[config.mk]
export PLATFORM = sky130hd
export DESIGN_NAME = phy_mgmt
export DESIGN_NICKNAME = d
export VERILOG_FILES = /design/src/core/phy_mgmt_pkg.sv /design/src/core/phy_mgmt.sv /design/src/core/pin_sync.sv
export SDC_FILE = /design/constraint.sdc
export NUM_CORES = 1
export LEC_CHECK = 0
export BUFFER_PORTS_ARGS = -buffer_cell sky130_fd_sc_hd__buf_2
export CORE_MARGIN = 5
export CORE_UTILIZATION = 59
export DETAILED_ROUTE_END_ITERATION = 6
export HOLD_SLACK_MARGIN = 0.06
export PLACE_DENSITY = 0.79
export SLEW_MARGIN = 20
export SYNTH_ARGS = -nofsm -noshare
export SYNTH_HDL_FRONTEND = slang
export SYNTH_HIERARCHICAL = 1
export SYNTH_SLANG_ARGS = --single-unit
[constraint.sdc]
create_clock -name core_clk -period 2.4 [get_ports core_clk]
set_input_delay 0.48 -clock core_clk [delete_from_list [all_inputs] [get_ports core_clk]]
set_output_delay 0.48 -clock core_clk [all_outputs]
set_load 0.1 [all_outputs]
[src/core/phy_mgmt_pkg.sv]
// Shared constants, encodings and carrier types for the transceiver management block
`default_nettype none
package phy_mgmt_pkg;

  // ****************************************************************
  // Register map and field positions
  // ****************************************************************
  localparam logic [4:0]  REG_CTRL       = 5'h00;
  localparam logic [4:0]  REG_STATUS     = 5'h01;
  localparam int          CTL_SOFT_RESET = 15;
  localparam int          CTL_LOOPBACK   = 14;
  localparam int          CTL_SPEED_100  = 13;
  localparam int          CTL_AN_ENABLE  = 12;
  localparam int          CTL_POWER_DOWN = 11;
  localparam int          CTL_ISOLATE    = 10;
  localparam int          CTL_AN_RESTART = 9;
  localparam int          CTL_DUPLEX     = 8;
  localparam int          CTL_COL_TEST   = 7;
  localparam logic [15:0] CTL_WR_MASK    = 16'hFF83;  // Bits 6:2 read as zero
  localparam logic [15:0] CTL_RESET_VAL  = 16'h0000;
  localparam int          ST_AN_DONE     = 5;
  localparam int          ST_REM_FAULT   = 4;
  localparam int          ST_LINK        = 2;
  localparam int          ST_JABBER      = 1;
  localparam logic [15:0] ST_FIXED_ONES  = 16'h7809;  // Ability bits 14:11, 3, 0
  localparam logic [15:0] ST_FIXED_MASK  = 16'hFFC9;  // All constant positions

  // ****************************************************************
  // Partner ability codes and frame timing
  // ****************************************************************
  localparam logic [4:0]  SEL_CSMA_CD    = 5'h01;
  localparam logic [4:0]  TECH_T4_ONLY   = 5'h10;
  localparam logic [5:0]  PREAMBLE_ONES  = 6'h20;
  localparam logic [5:0]  HDR_LAST       = 6'h0B;
  localparam logic [5:0]  DATA_LAST      = 6'h0F;
  localparam logic [1:0]  OP_READ        = 2'h2;
  localparam logic [1:0]  OP_WRITE       = 2'h1;
  localparam logic [2:0]  STRAP_SETTLE   = 3'h6;  // Synchroniser needs four edges first

  // ****************************************************************
  // Types
  // ****************************************************************
  typedef enum logic [2:0] {M_PRE, M_START, M_HDR, M_TURN, M_RDATA, M_WDATA} mgmt_state_t;

  typedef struct packed {
    logic autoneg;
    logic isolate;
    logic speed_restart;
    logic full_duplex;
  } straps_t;

  typedef struct packed {
    logic       mdc;
    logic       mdio;
    straps_t    straps;
    logic [4:0] phy_addr;
  } pins_t;

  typedef struct packed {
    logic       valid;
    logic       remote_fault;
    logic [4:0] selector;
    logic [4:0] tech;
  } partner_t;

  typedef struct packed {
    logic loopback;
    logic col_test_en;
    logic an_enable;
    logic an_restart;
    logic force_speed_100;
    logic force_full_duplex;
    logic power_down;
    logic isolate;
  } cfg_t;

  typedef struct packed {
    mgmt_state_t st;
    logic [5:0]  cnt;
    logic [11:0] hdr;
    logic [15:0] shreg;
    logic [15:0] ctrl;
    logic        rem_fault;
    logic        jabber;
    logic        link_low;
    logic        mdc_prev;
    logic        mdio_o;
    logic        mdio_oe;
    logic [2:0]  boot;
    cfg_t        cfg;
  } mgmt_t;

endpackage
`default_nettype wire

[src/core/phy_mgmt.sv]
// Management slave with control and status registers of the transceiver
// Function
// - Written control values survive leaving power-down; nothing reloads them then.
// - Auto-negotiation enable resets to the level of its strap pin.
// - Isolate resets to the level of its strap pin.
// - Restart resets to its strap when negotiation is enabled, else to zero.
// - Duplex is ignored under negotiation and otherwise resets from the duplex strap.
// - Collision test acts only while loopback is set.
// - Status shows constant ones for the five abilities and extended capability.
// - Preamble suppression reads zero and frames without full preamble are dropped.
// - Negotiation-complete reads the present completion state.
// - Remote fault sets on partner fault, non CSMA/CD selector or T4-only ability.
// - Remote fault and jabber latch high until the status register is read.
// - Link reads present state but a down event latches it low until read.
// - Jabber is detected only in 10 Mb/s twisted-pair operation.
// - Speed is ignored under negotiation and otherwise resets from its strap.
`timescale 1ns/1ns
`default_nettype none
module phy_mgmt (
  // Clock and reset
  input  wire logic                   core_clk,
  input  wire logic                   reset,
  // Management serial pins
  input  wire logic                   mdc,
  input  wire logic                   mdio_i,
  output var  logic                   mdio_o,
  output var  logic                   mdio_oe,
  // Strap and address pins
  input  wire phy_mgmt_pkg::straps_t  straps,
  input  wire logic [4:0]             phy_addr,
  // Line-side status from the transceiver core
  input  wire logic                   an_complete,
  input  wire logic                   link_up,
  input  wire logic                   jabber_det,
  input  wire logic                   ten_tp_mode,
  input  wire phy_mgmt_pkg::partner_t partner,
  // Control outputs to the transceiver core
  output var  phy_mgmt_pkg::cfg_t     cfg
);
  import phy_mgmt_pkg::*;

  // ****************************************************************
  // State and pin synchroniser
  // ****************************************************************
  mgmt_t s;
  mgmt_t n;
  pins_t pins_s;
  logic  rise;
  logic  stat_clr;
  logic  jab_set;
  logic  rf_set;

  pin_sync #(
    .W ($bits(pins_t))
  ) u_sync (
    .core_clk (core_clk),
    .reset    (reset),
    .d_in     ({mdc, mdio_i, straps, phy_addr}),
    .d_out    (pins_s)
  );

  // Control value that the straps select
  function automatic logic [15:0] strap_ctrl(input straps_t p);
    logic [15:0] v;
    v                 = CTL_RESET_VAL;
    v[CTL_AN_ENABLE]  = p.autoneg;
    v[CTL_ISOLATE]    = p.isolate;
    v[CTL_AN_RESTART] = p.autoneg & p.speed_restart;
    v[CTL_DUPLEX]     = p.full_duplex;
    v[CTL_SPEED_100]  = p.speed_restart;
    return v;
  endfunction

  // Status word as seen by a read
  function automatic logic [15:0] status_word(input mgmt_t m, input logic done, input logic up);
    logic [15:0] v;
    v               = ST_FIXED_ONES;
    v[ST_AN_DONE]   = done;
    v[ST_REM_FAULT] = m.rem_fault;
    v[ST_LINK]      = up & ~m.link_low;
    v[ST_JABBER]    = m.jabber;
    return v;
  endfunction

  // ****************************************************************
  // Latched event sources
  // ****************************************************************
  assign rise    = pins_s.mdc & ~s.mdc_prev;
  assign jab_set = jabber_det & ten_tp_mode;
  assign rf_set  = partner.valid & (partner.remote_fault
                 | (partner.selector != SEL_CSMA_CD)
                 | (partner.tech == TECH_T4_ONLY));

  // ****************************************************************
  // Next-state logic
  // ****************************************************************
  always_comb begin
    n          = s;
    stat_clr   = 1'b0;
    n.mdc_prev = pins_s.mdc;
    n.ctrl[CTL_AN_RESTART] = 1'b0;                      // Self-clearing
    // Strap capture after the synchroniser settles
    if (s.boot != 3'h0) begin
      n.boot = s.boot - 3'h1;
      if (s.boot == 3'h1) begin
        n.ctrl = strap_ctrl(pins_s.straps);
      end
    end
    // Serial frame engine, one step per clock rise
    if (rise) begin
      unique case (s.st)
        M_PRE: begin
          if (pins_s.mdio) begin
            n.cnt = (s.cnt == PREAMBLE_ONES) ? s.cnt : s.cnt + 6'h01;
          end else if (s.cnt == PREAMBLE_ONES) begin
            n.st = M_START;
          end else begin
            n.cnt = 6'h00;
          end
        end
        M_START: begin
          n.cnt = 6'h00;
          n.st  = pins_s.mdio ? M_HDR : M_PRE;
        end
        M_HDR: begin
          n.hdr = {s.hdr[10:0], pins_s.mdio};
          n.cnt = s.cnt + 6'h01;
          if (s.cnt == HDR_LAST) begin
            n.cnt = 6'h00;
            n.st  = M_PRE;
            if (n.hdr[9:5] == pins_s.phy_addr
                && (n.hdr[11:10] == OP_READ || n.hdr[11:10] == OP_WRITE)) begin
              n.st = M_TURN;
            end
            if (n.st == M_TURN && n.hdr[11:10] == OP_READ) begin
              n.shreg = 16'h0000;
              if (n.hdr[4:0] == REG_CTRL) begin
                n.shreg = s.ctrl;
              end else if (n.hdr[4:0] == REG_STATUS) begin
                n.shreg  = status_word(s, an_complete, link_up);
                stat_clr = 1'b1;
              end
            end
          end
        end
        M_TURN: begin
          n.cnt = s.cnt + 6'h01;
          if (s.hdr[11:10] == OP_READ) begin
            n.mdio_oe = 1'b1;
            n.mdio_o  = (s.cnt == 6'h00) ? 1'b0 : s.shreg[15];
          end
          if (s.cnt != 6'h00) begin
            n.cnt   = 6'h00;
            n.shreg = {s.shreg[14:0], 1'b0};
            n.st    = (s.hdr[11:10] == OP_READ) ? M_RDATA : M_WDATA;
          end
        end
        M_RDATA: begin
          n.cnt    = s.cnt + 6'h01;
          n.mdio_o = s.shreg[15];
          n.shreg  = {s.shreg[14:0], 1'b0};
          if (s.cnt == DATA_LAST) begin
            n.cnt     = 6'h00;
            n.mdio_oe = 1'b0;
            n.mdio_o  = 1'b0;
            n.st      = M_PRE;
          end
        end
        M_WDATA: begin
          n.cnt   = s.cnt + 6'h01;
          n.shreg = {s.shreg[14:0], pins_s.mdio};
          if (s.cnt == DATA_LAST) begin
            n.cnt = 6'h00;
            n.st  = M_PRE;
            // Only the control register takes writes; power-down exit keeps all bits
            if (s.hdr[4:0] == REG_CTRL) begin
              if (n.shreg[CTL_SOFT_RESET]) begin
                n.ctrl = strap_ctrl(pins_s.straps);
              end else begin
                n.ctrl = n.shreg & CTL_WR_MASK;
              end
            end
          end
        end
      endcase
    end
    // Latches: a new event wins over the read that clears
    n.rem_fault = (s.rem_fault & ~stat_clr) | rf_set;
    n.jabber    = (s.jabber & ~stat_clr) | jab_set;
    n.link_low  = (s.link_low & ~stat_clr) | ~link_up;
    // Control outputs with their qualifiers
    n.cfg.loopback          = n.ctrl[CTL_LOOPBACK];
    n.cfg.col_test_en       = n.ctrl[CTL_COL_TEST] & n.ctrl[CTL_LOOPBACK];
    n.cfg.an_enable         = n.ctrl[CTL_AN_ENABLE];
    n.cfg.an_restart        = n.ctrl[CTL_AN_RESTART];
    n.cfg.force_speed_100   = n.ctrl[CTL_SPEED_100] & ~n.ctrl[CTL_AN_ENABLE];
    n.cfg.force_full_duplex = n.ctrl[CTL_DUPLEX] & ~n.ctrl[CTL_AN_ENABLE];
    n.cfg.power_down        = n.ctrl[CTL_POWER_DOWN];
    n.cfg.isolate           = n.ctrl[CTL_ISOLATE];
  end

  // ****************************************************************
  // State register
  // ****************************************************************
  always_ff @(posedge core_clk) begin
    if (reset) begin
      s          <= '0;
      s.st       <= M_PRE;
      s.link_low <= 1'b1;
      s.boot     <= STRAP_SETTLE;
    end else begin
      s <= n;
    end
  end

  assign mdio_o  = s.mdio_o;
  assign mdio_oe = s.mdio_oe;
  assign cfg     = s.cfg;
endmodule
`default_nettype wire

[src/core/pin_sync.sv]
// Three-stage input synchroniser with agreement filter
`timescale 1ns/1ns
`default_nettype none
module pin_sync #(
  parameter int W = 11
) (
  // Clock and reset
  input  wire logic         core_clk,
  input  wire logic         reset,
  // Pins and filtered levels
  input  wire logic [W-1:0] d_in,
  output var  logic [W-1:0] d_out
);

  typedef struct packed {
    logic [W-1:0] s1;
    logic [W-1:0] s2;
    logic [W-1:0] s3;
    logic [W-1:0] q;
  } sync_t;

  sync_t s;
  sync_t n;

  // Level moves only once stages two and three agree
  always_comb begin
    n    = s;
    n.s1 = d_in;
    n.s2 = s.s1;
    n.s3 = s.s2;
    n.q  = (~(s.s2 ^ s.s3) & s.s3) | ((s.s2 ^ s.s3) & s.q);
  end

  // State register
  always_ff @(posedge core_clk) begin
    if (reset) begin
      s <= '0;
    end else begin
      s <= n;
    end
  end

  assign d_out = s.q;

endmodule
`default_nettype wire

# ---- Word level (Yosys, flattened, before mapping)
# Index checks and enable logic that the tools add are counted.
dict set report word_totals {
  ff_bits 114
  in_bits 29
  out_inout_bits 10
  wordCells 134
}
dict set report classes {
  n_addsub 2
  n_eq_ne 26
  n_mux 38
  n_bitwise 26
  n_reduce_logical 18
}
# operator n
set op_table {}
lappend op_table {{$mux 16} 10}
lappend op_table {{$pmux 16 s4} 1}
lappend op_table {{$pmux 9 s5} 1}
lappend op_table {{$mux 15} 2}
lappend op_table {{$mux 9} 3}
lappend op_table {{$and 11x11->11} 2}
lappend op_table {{$mux 6} 3}
lappend op_table {{$ne 2x2->1 const B} 8}
lappend op_table {{$mux 3} 5}
lappend op_table {{$eq 6x4->1 const B} 2}
lappend op_table {{$and 1x1->1} 11}
lappend op_table {{$not 11->11} 1}
lappend op_table {{$or 11x11->11} 1}
lappend op_table {{$xor 11x11->11} 1}
lappend op_table {{$logic_not 5->1} 2}
lappend op_table {{$eq 3x2->1 const B} 3}
lappend op_table {{$mux 1} 8}
lappend op_table {{$mux 2} 4}
lappend op_table {{$add 6x1->6 const B} 1}
lappend op_table {{$eq 3x1->1 const B} 2}
lappend op_table {{$eq 3x3->1 const B} 2}
lappend op_table {{$eq 6x6->1 const B} 1}
lappend op_table {{$logic_not 6->1} 1}
lappend op_table {{$reduce_and 6->1} 1}
lappend op_table {{other kinds (23)} 34}

# ---- Depth between registers and ports, before layout
# Gate-level depths: netlist of the first run.
dict set report depth {
  depth_word 16
  depth_mapped 10
  ltp_nobuf 7
}

# ---- Modules after synthesis
# Netlist of the first run, hierarchy kept.
# mod n_inst cells_per_inst area_each_um2
set modules_own_cells {}
lappend modules_own_cells {phy_mgmt 1 423 3484.6}
lappend modules_own_cells {pin_sync 1 125 1376.3}

# ---- Least setup slack after synthesis of the first run
# OpenSTA, ideal clock, no wires.
dict set report synth_timing {
  kind {reg2reg}
  start {register s[50] (netlist name)}
  end {register s, in the netlist cfg[6]}
  t_arrival_ns 2.032
  slack_ns 0.290
  stages_incl_launch_ff 8
  path_buffers 2
  period_less_slack_ns 2.110
  path_cell_list {dfxtp_1 or4_1 buf_2 nor4_4 and2_1 buf_6 mux2_1 nor3_1}
}
# item line
set synth_rtl {}
lappend synth_rtl {{to (signal assigned)} phy_mgmt.sv:212} ;# s <= n;
lappend synth_rtl {{to (decl)} phy_mgmt.sv:45} ;# mgmt_t s;

==> results of run 1 <==
## critical path, cell delays in order (launching register included)
cell and delay [ns]:
dfxtp_1 0.43, ha_1 0.26, nand3b_1 0.18, nor4_4 0.47, and2_1 0.24, mux2_1 0.35
nor3_1 0.16
## Yosys cell counts, types with 4 or more instances
cell and n:
dfxtp_1 109, a21oi_1 60, nand2_1 54, nor2b_1 34
nor2_1 32, o21ai_0 26, buf_4 22, clkbuf_1 13
nor4_1 12, inv_1 11, or3_1 11, mux2i_1 10
nand3_1 9, a22oi_1 8, and2_1 8, buf_6 8
nand2b_1 8, nor3_1 8, buf_2 7, ha_1 7
nand3b_1 7, o211ai_1 7, o41ai_1 7, xor2_1 7
a211oi_1 4, and2b_2 4
## cells in the final DEF (no fill, tap or decap), types with 9 or more instances in the layout
cell	synthesis	final
o21ai_0	26	26
or3_1	11	11
nand2_1	54	54
nand3_1	9	9
nor4_1	12	12
buf_4	22	15
a21oi_1	60	60
nor2b_1	34	34
nor2_1	32	32
inv_1	11	11
buf_2	7	38
mux2i_1	10	10
clkbuf_8	0	9
dfxtp_1	109	109
## power by group through the flow
stage | registers, mW | logic (mW) | clock network (mW)
floorplan | 1.91 | 0.0882 | 0
global placement | 1.90 | 0.132 | 0
detailed placement | 1.90 | 0.139 | 0
CTS | 1.86 | 0.139 | 1.10
global route | 1.87 | 0.152 | 1.17
finish | 1.86 | 0.138 | 1.07
## kinds of logic (layout without fill, tap and decap cells)
logic type	Yosys count	after routing	share of synthesized area [%]
AND/OR/NAND/NOR	210	210	23.66
AO/OA/AOI/OAI	134	134	16.73
flip-flops	109	109	44.89
buffers and inverters	65	81	8.314
multiplexers	14	14	2.986
XOR/XNOR	9	9	1.622
adder cells (fa/ha/maj)	7	7	1.802
## per-stage QoR
stage,setup slack [ns],hold WS (ns)
detailed placement,0.2684,0.4204
global route,0.08288,0.3030
floorplan,0.2897,0.4138
global placement,0.2919,0.4179
CTS,0.2614,0.2866
finish,0.2547,0.2983
## worst paths after layout
kind                                    from      endpoint  slack, ns  depth (start not counted)
worst max-delay path                   s[61]        cfg[6]       0.25                          6
worst min-delay path                 link_up         s[14]       0.30                          2
worst max register to register         s[61]        cfg[6]       0.25                          6
worst min register to register  u_sync/n[31]  u_sync/n[20]       0.45                          1
## metal layers
| metal | vias up | share of wire [%] | GRT usage [%] |
|---|---|---|---|
| met5 | - | 0 | 0 |
| met4 | 0 | 2.2 | 6.321 |
| met3 | 24 | 7.7 | 3.875 |
| met2 | 151 | 45 | 32.30 |
| met1 | 1766 | 45 | 26.39 |
| li1 | 1923 | - | - |
## layout make-up
type                    count  area [um^2]  area share (%)
multi-input cells         374         2281           44.29
clock buffers              10        127.6           2.478
well taps                 105        131.4           2.551
repair buffers             54        322.8           6.268
inverters                  11        41.29          0.8017
clock inverters             6        63.81           1.239
flip-flops and latches    109         2182           42.37
==> impl_metrics.csv, run 1 <==
group,metric,value,unit
timing,finalHoldViolCount,0,
pwr,sw_frac_of_total,24.69,%
logic_synthesis,synth_top_area_share,44.89,%
status,outcome,"complete, no violations",
layout,design_area,0.005150,mm^2
logic_synthesis,ys_warn_count,6,
die,die_h,100.8,um
worst_hold_path,hp-class,"in -> reg",
logic_synthesis,syn_avg_cell_area,8.870,um^2
grt,grt_pass1_wl,16540,um
timing,setup_tns,0,ns
routing,post-route-drc-count,0,
worst_setup_path,arrival,2.44,ns
layout,fin_util,63.31,%
clock_network,clkTransAtPathRegs,0.11,ns
placed_design,dpl.hpwl,6604,um
worst_setup_path,crit_path_start_kind,"flip-flop",
logic_synthesis,synth_edf_count,0,
timing,maxSlewHeadroom,51.62,%
logic_synthesis,synth_area_leader_cell,"dfxtp_1",
layout,diodes,0,
clock_network,cts-root-buf,"clkbuf_8",
pwr,p_total,3.067,mW
die,core_area,0.008134,mm^2
die,row_count,33,
timing,min_period,2.145,ns
layout,finalNonFillerCells,669,
timing,layout_worst_path_cycle_share,89.39,%
pwr,power.density,595.5,mW/mm^2
routing,vias_per_cell,5.776,
pwr,share_seq_of_total_power,60.7,%
die,die-area,0.01015,mm^2
routing,initialDrtViolationCount,248,
worst_setup_path,cp_data_required_time,2.69,ns
pwr,leakagePower,1.848,nW
timing,skew,0.01279,ns
logic_synthesis,synthesis.area,0.004861,mm^2
layout,syn_to_final_growth,5.946,%
timing,tightest_slew,0.7247,ns
timing,finalSetupViolCount,0,
clock_network,clkLatencyLatePin,0.36,ns
routing,first_pass_iters,6,
grt,antenna_found_initial,0,
timing,slew_violations,0,
layout,final_nets,595,
logic_synthesis,synthCells,548,
pwr,internal_power,2.310,mW
clock_network,cts_hold_buf,0,
logic_synthesis,synth_cell_type_count,63,
placed_design,dpl-instance-area,0.004959,mm^2
routing,wl_per_cell,14.63,um
placed_design,gp_congestion,0.9578,
layout,nFillCells,675,
timing,clock.fmax,0.4661,GHz
clock_network,htree_levels,3,
logic_synthesis,synth-seq-area-share,44.89,%
pwr,clockPowerShare,34.9,%
flow_run,drv_cap,0,
logic_synthesis,ys.flop_type,"dfxtp_1",
worst_setup_path,crit_path_end_kind,"flip-flop",
grt,grt_pass1_vias,3620,
placed_design,dp.cells,653,
clock_network,cts_setup_buffers,0,
worst_setup_path,critPathKind,"reg -> reg",
worst_setup_path,critPathMaxFanout,5,
pwr,switching_power,757.2,uW
grt,grt.overflow.total,0,
clock_network,clock_sink_count,109,
grt,grt_max_degree,66,
clock_network,numCtsBuffers,9,
clock_network,post_cts.resized_instances,0,
placed_design,io_buffers,38,
logic_synthesis,async_reset_ff_share,0,%
logic_synthesis,synth_area_leaders,"dfxtp_1, a21oi_1, nor2b_1",
clock_network,clock_path_buffers,2,
pwr,comb_power_share,4.5,%
logic_synthesis,syn_nets,584,
logic_synthesis,synth.ff_latch_count,109,
die,dieWidth,100.8,um
routing,ant_nets,0,
pwr,peakVddDrop,0.0003813,V
clock_network,cts_tree,"built",
layout,drive_gt1_share,15.25,%
routing,drt-total-wl,9787,um
routing,via_count,3864,
die,start_util,59.76,%
grt,track_usage,19.80,%
die,pin_count,39,
timing,rsz0062_at_grt,"false",
No activity file was read; power rests on OpenSTA's default activity.
==> run 2: changes to the inputs <==
--- a/config.mk
+++ b/config.mk
@@ -7,10 +7,10 @@
 export LEC_CHECK = 0
 export BUFFER_PORTS_ARGS = -buffer_cell sky130_fd_sc_hd__buf_2
 export CORE_MARGIN = 5
-export CORE_UTILIZATION = 59
+export CORE_UTILIZATION = 54
 export DETAILED_ROUTE_END_ITERATION = 6
 export HOLD_SLACK_MARGIN = 0.06
-export PLACE_DENSITY = 0.79
+export PLACE_DENSITY = 0.76
 export SLEW_MARGIN = 20
 export SYNTH_ARGS = -nofsm -noshare
 export SYNTH_HDL_FRONTEND = slang
==> constraint.sdc (replaced) <==
create_clock -name core_clk -period 1.95 [get_ports core_clk]
set_input_delay 0.39 -clock core_clk [delete_from_list [all_inputs] [get_ports core_clk]]
set_output_delay 0.39 -clock core_clk [all_outputs]
set_load 0.1 [all_outputs]
==> run 2 against run 1 <==
- the run now ends with negative setup slack left
- sequential share of layout area decreased by 3.2 points
- largest power group unchanged
- critical endpoint is now s[44]
- routed wire length grew 8.9%
- highest routed layer unchanged
- final area is 8.7% higher
- clock skew fell by 0.0028 ns
- count of clock-buffer cells in the layout did not move
- non-clock buffer count up 28
- via count rose by 4.0%
- first-iteration DRC count increased by 24%
==> impl_metrics.csv, run 2 (synthesis gave the netlist of run 1 again) <==
group,metric,value,unit
status,outcome,"finished with violations",
status,violations,"negative setup slack",
clock_network,clock_sink_count,109,
routing,first_pass_iters,5,
grt,grt_pass1_vias,3776,
clock_network,clkTransAtPathRegs,0.11,ns
worst_hold_path,hp-class,"in -> reg",
layout,syn_to_final_growth,15.19,%
clock_network,cts_setup_buffers,0,
clock_network,clkLatencyLatePin,0.38,ns
clock_network,cts_hold_buf,0,
pwr,power.density,684.2,mW/mm^2
placed_design,gp_congestion,0.8810,
grt,track_usage,18.79,%
layout,diodes,0,
timing,finalSetupViolCount,8,
routing,vias_per_cell,5.739,
grt,antenna_found_initial,0,
worst_setup_path,critPathKind,"reg -> reg",
placed_design,dpl-instance-area,0.005205,mm^2
die,die-area,0.01100,mm^2
routing,drt-total-wl,10660,um
timing,tightest_slew,0.6213,ns
pwr,p_total,3.831,mW
worst_setup_path,cp_data_required_time,2.26,ns
layout,drive_gt1_share,24.16,%
die,core_area,0.008763,mm^2
die,pin_count,39,
timing,clock.fmax,0.4993,GHz
timing,slew_violations,0,
grt,grt_max_degree,36,
placed_design,dpl.hpwl,7100,um
timing,layout_worst_path_cycle_share,102.7,%
timing,maxSlewHeadroom,58.53,%
clock_network,clock_path_buffers,2,
timing,skew,0.01003,ns
layout,nFillCells,700,
routing,ant_nets,0,
layout,final_common_cell,"dfxtp_1",
clock_network,cts_tree,"built",
die,start_util,55.47,%
grt,grt_pass1_wl,17470,um
worst_setup_path,critPathMaxFanout,5,
worst_setup_path,crit_path_start_kind,"flip-flop",
timing,rsz0062_at_grt,"true",
timing,finalHoldViolCount,0,
timing,setup_ws,-0.05265,ns
timing,min_period,2.003,ns
timing,setup_tns,-0.2042,ns
die,row_count,34,
worst_setup_path,arrival,2.31,ns
worst_setup_path,crit_path_end_kind,"flip-flop",
routing,post-route-drc-count,0,
clock_network,cts-root-buf,"clkbuf_8",
clock_network,numCtsBuffers,9,
flow_run,drv_cap,0,
pwr,leakagePower,2.066,nW
die,die_h,104.9,um
layout,final_nets,623,
placed_design,io_buffers,38,
die,dieWidth,104.9,um
layout,design_area,0.005599,mm^2
pwr,peakVddDrop,0.0004940,V
routing,wl_per_cell,15.23,um
routing,initialDrtViolationCount,308,
grt,grt.overflow.total,0,
clock_network,htree_levels,3,
layout,final_cell_mix,"dfxtp_1, a21oi_1, nand2_1",
routing,via_count,4017,
## run 2: cell type report
type	instances	area [um^2]	share of cell area (%)
multi-input cells	374	2415	43.13
flip-flops and latches	109	2191	39.13
repair buffers	82	616.8	11.02
clock buffers	10	137.6	2.458
well taps	108	135.1	2.413
clock inverters	6	62.56	1.117
inverters	11	41.29	0.7374
## run 2: worst paths after layout
check	depth (start not counted)	from	slack, ns	endpoint
min reg2reg	1	u_sync/n[28]	0.44	u_sync/n[17]
min	2	link_up	0.21	s[14]
max reg2reg	6	s[49]	-0.05	s[44]
max	6	s[49]	-0.05	s[44]
## run 2: where the power goes
part | leakage, nW | switching [mW] | internal, mW
clock | 0.0957 | 0.830 | 0.533
combinational | 1.08 | 0.102 | 0.0765
sequential | 0.889 | 0.0211 | 2.27
## run 2: per-layer routing
layer	vias up	share of wire, %	global-route usage, %
met5	-	0	0
met4	0	0.96	4.932
met3	11	6.4	5.302
met2	129	49	31.43
met1	1899	43	23.87
li1	1978	-	-
## run 2: timing repair
action                                  in CTS  in global routing
endpoints found under the setup margin      25                 32
resized for setup                            4                 30
cloned                                       0                  2
hold endpoints to repair                     0                  0
pin swaps                                    0                 17
## run 2: per-stage QoR
step           utilization, %  instances  hold slack, ns  worst slack (ns)
5_1_grt                 63.89        700          0.1957           -0.1274
6_report                63.89        700          0.2080          -0.05265
2_1_floorplan               -        548          0.4138          -0.06021
3_5_place_dp            59.39        682          0.4220           -0.1001
3_3_place_gp            59.39        682          0.4166          -0.01739
4_1_cts                 61.85        698          0.1893          0.001077
## run 2: critical path: stages, from the launching register on
cell	delay, ns
dfxtp_2	0.34
or4_4	0.59
buf_4	0.18
nor4_1	0.32
a21oi_1	0.07
or3_1	0.32
a21oi_1	0.12
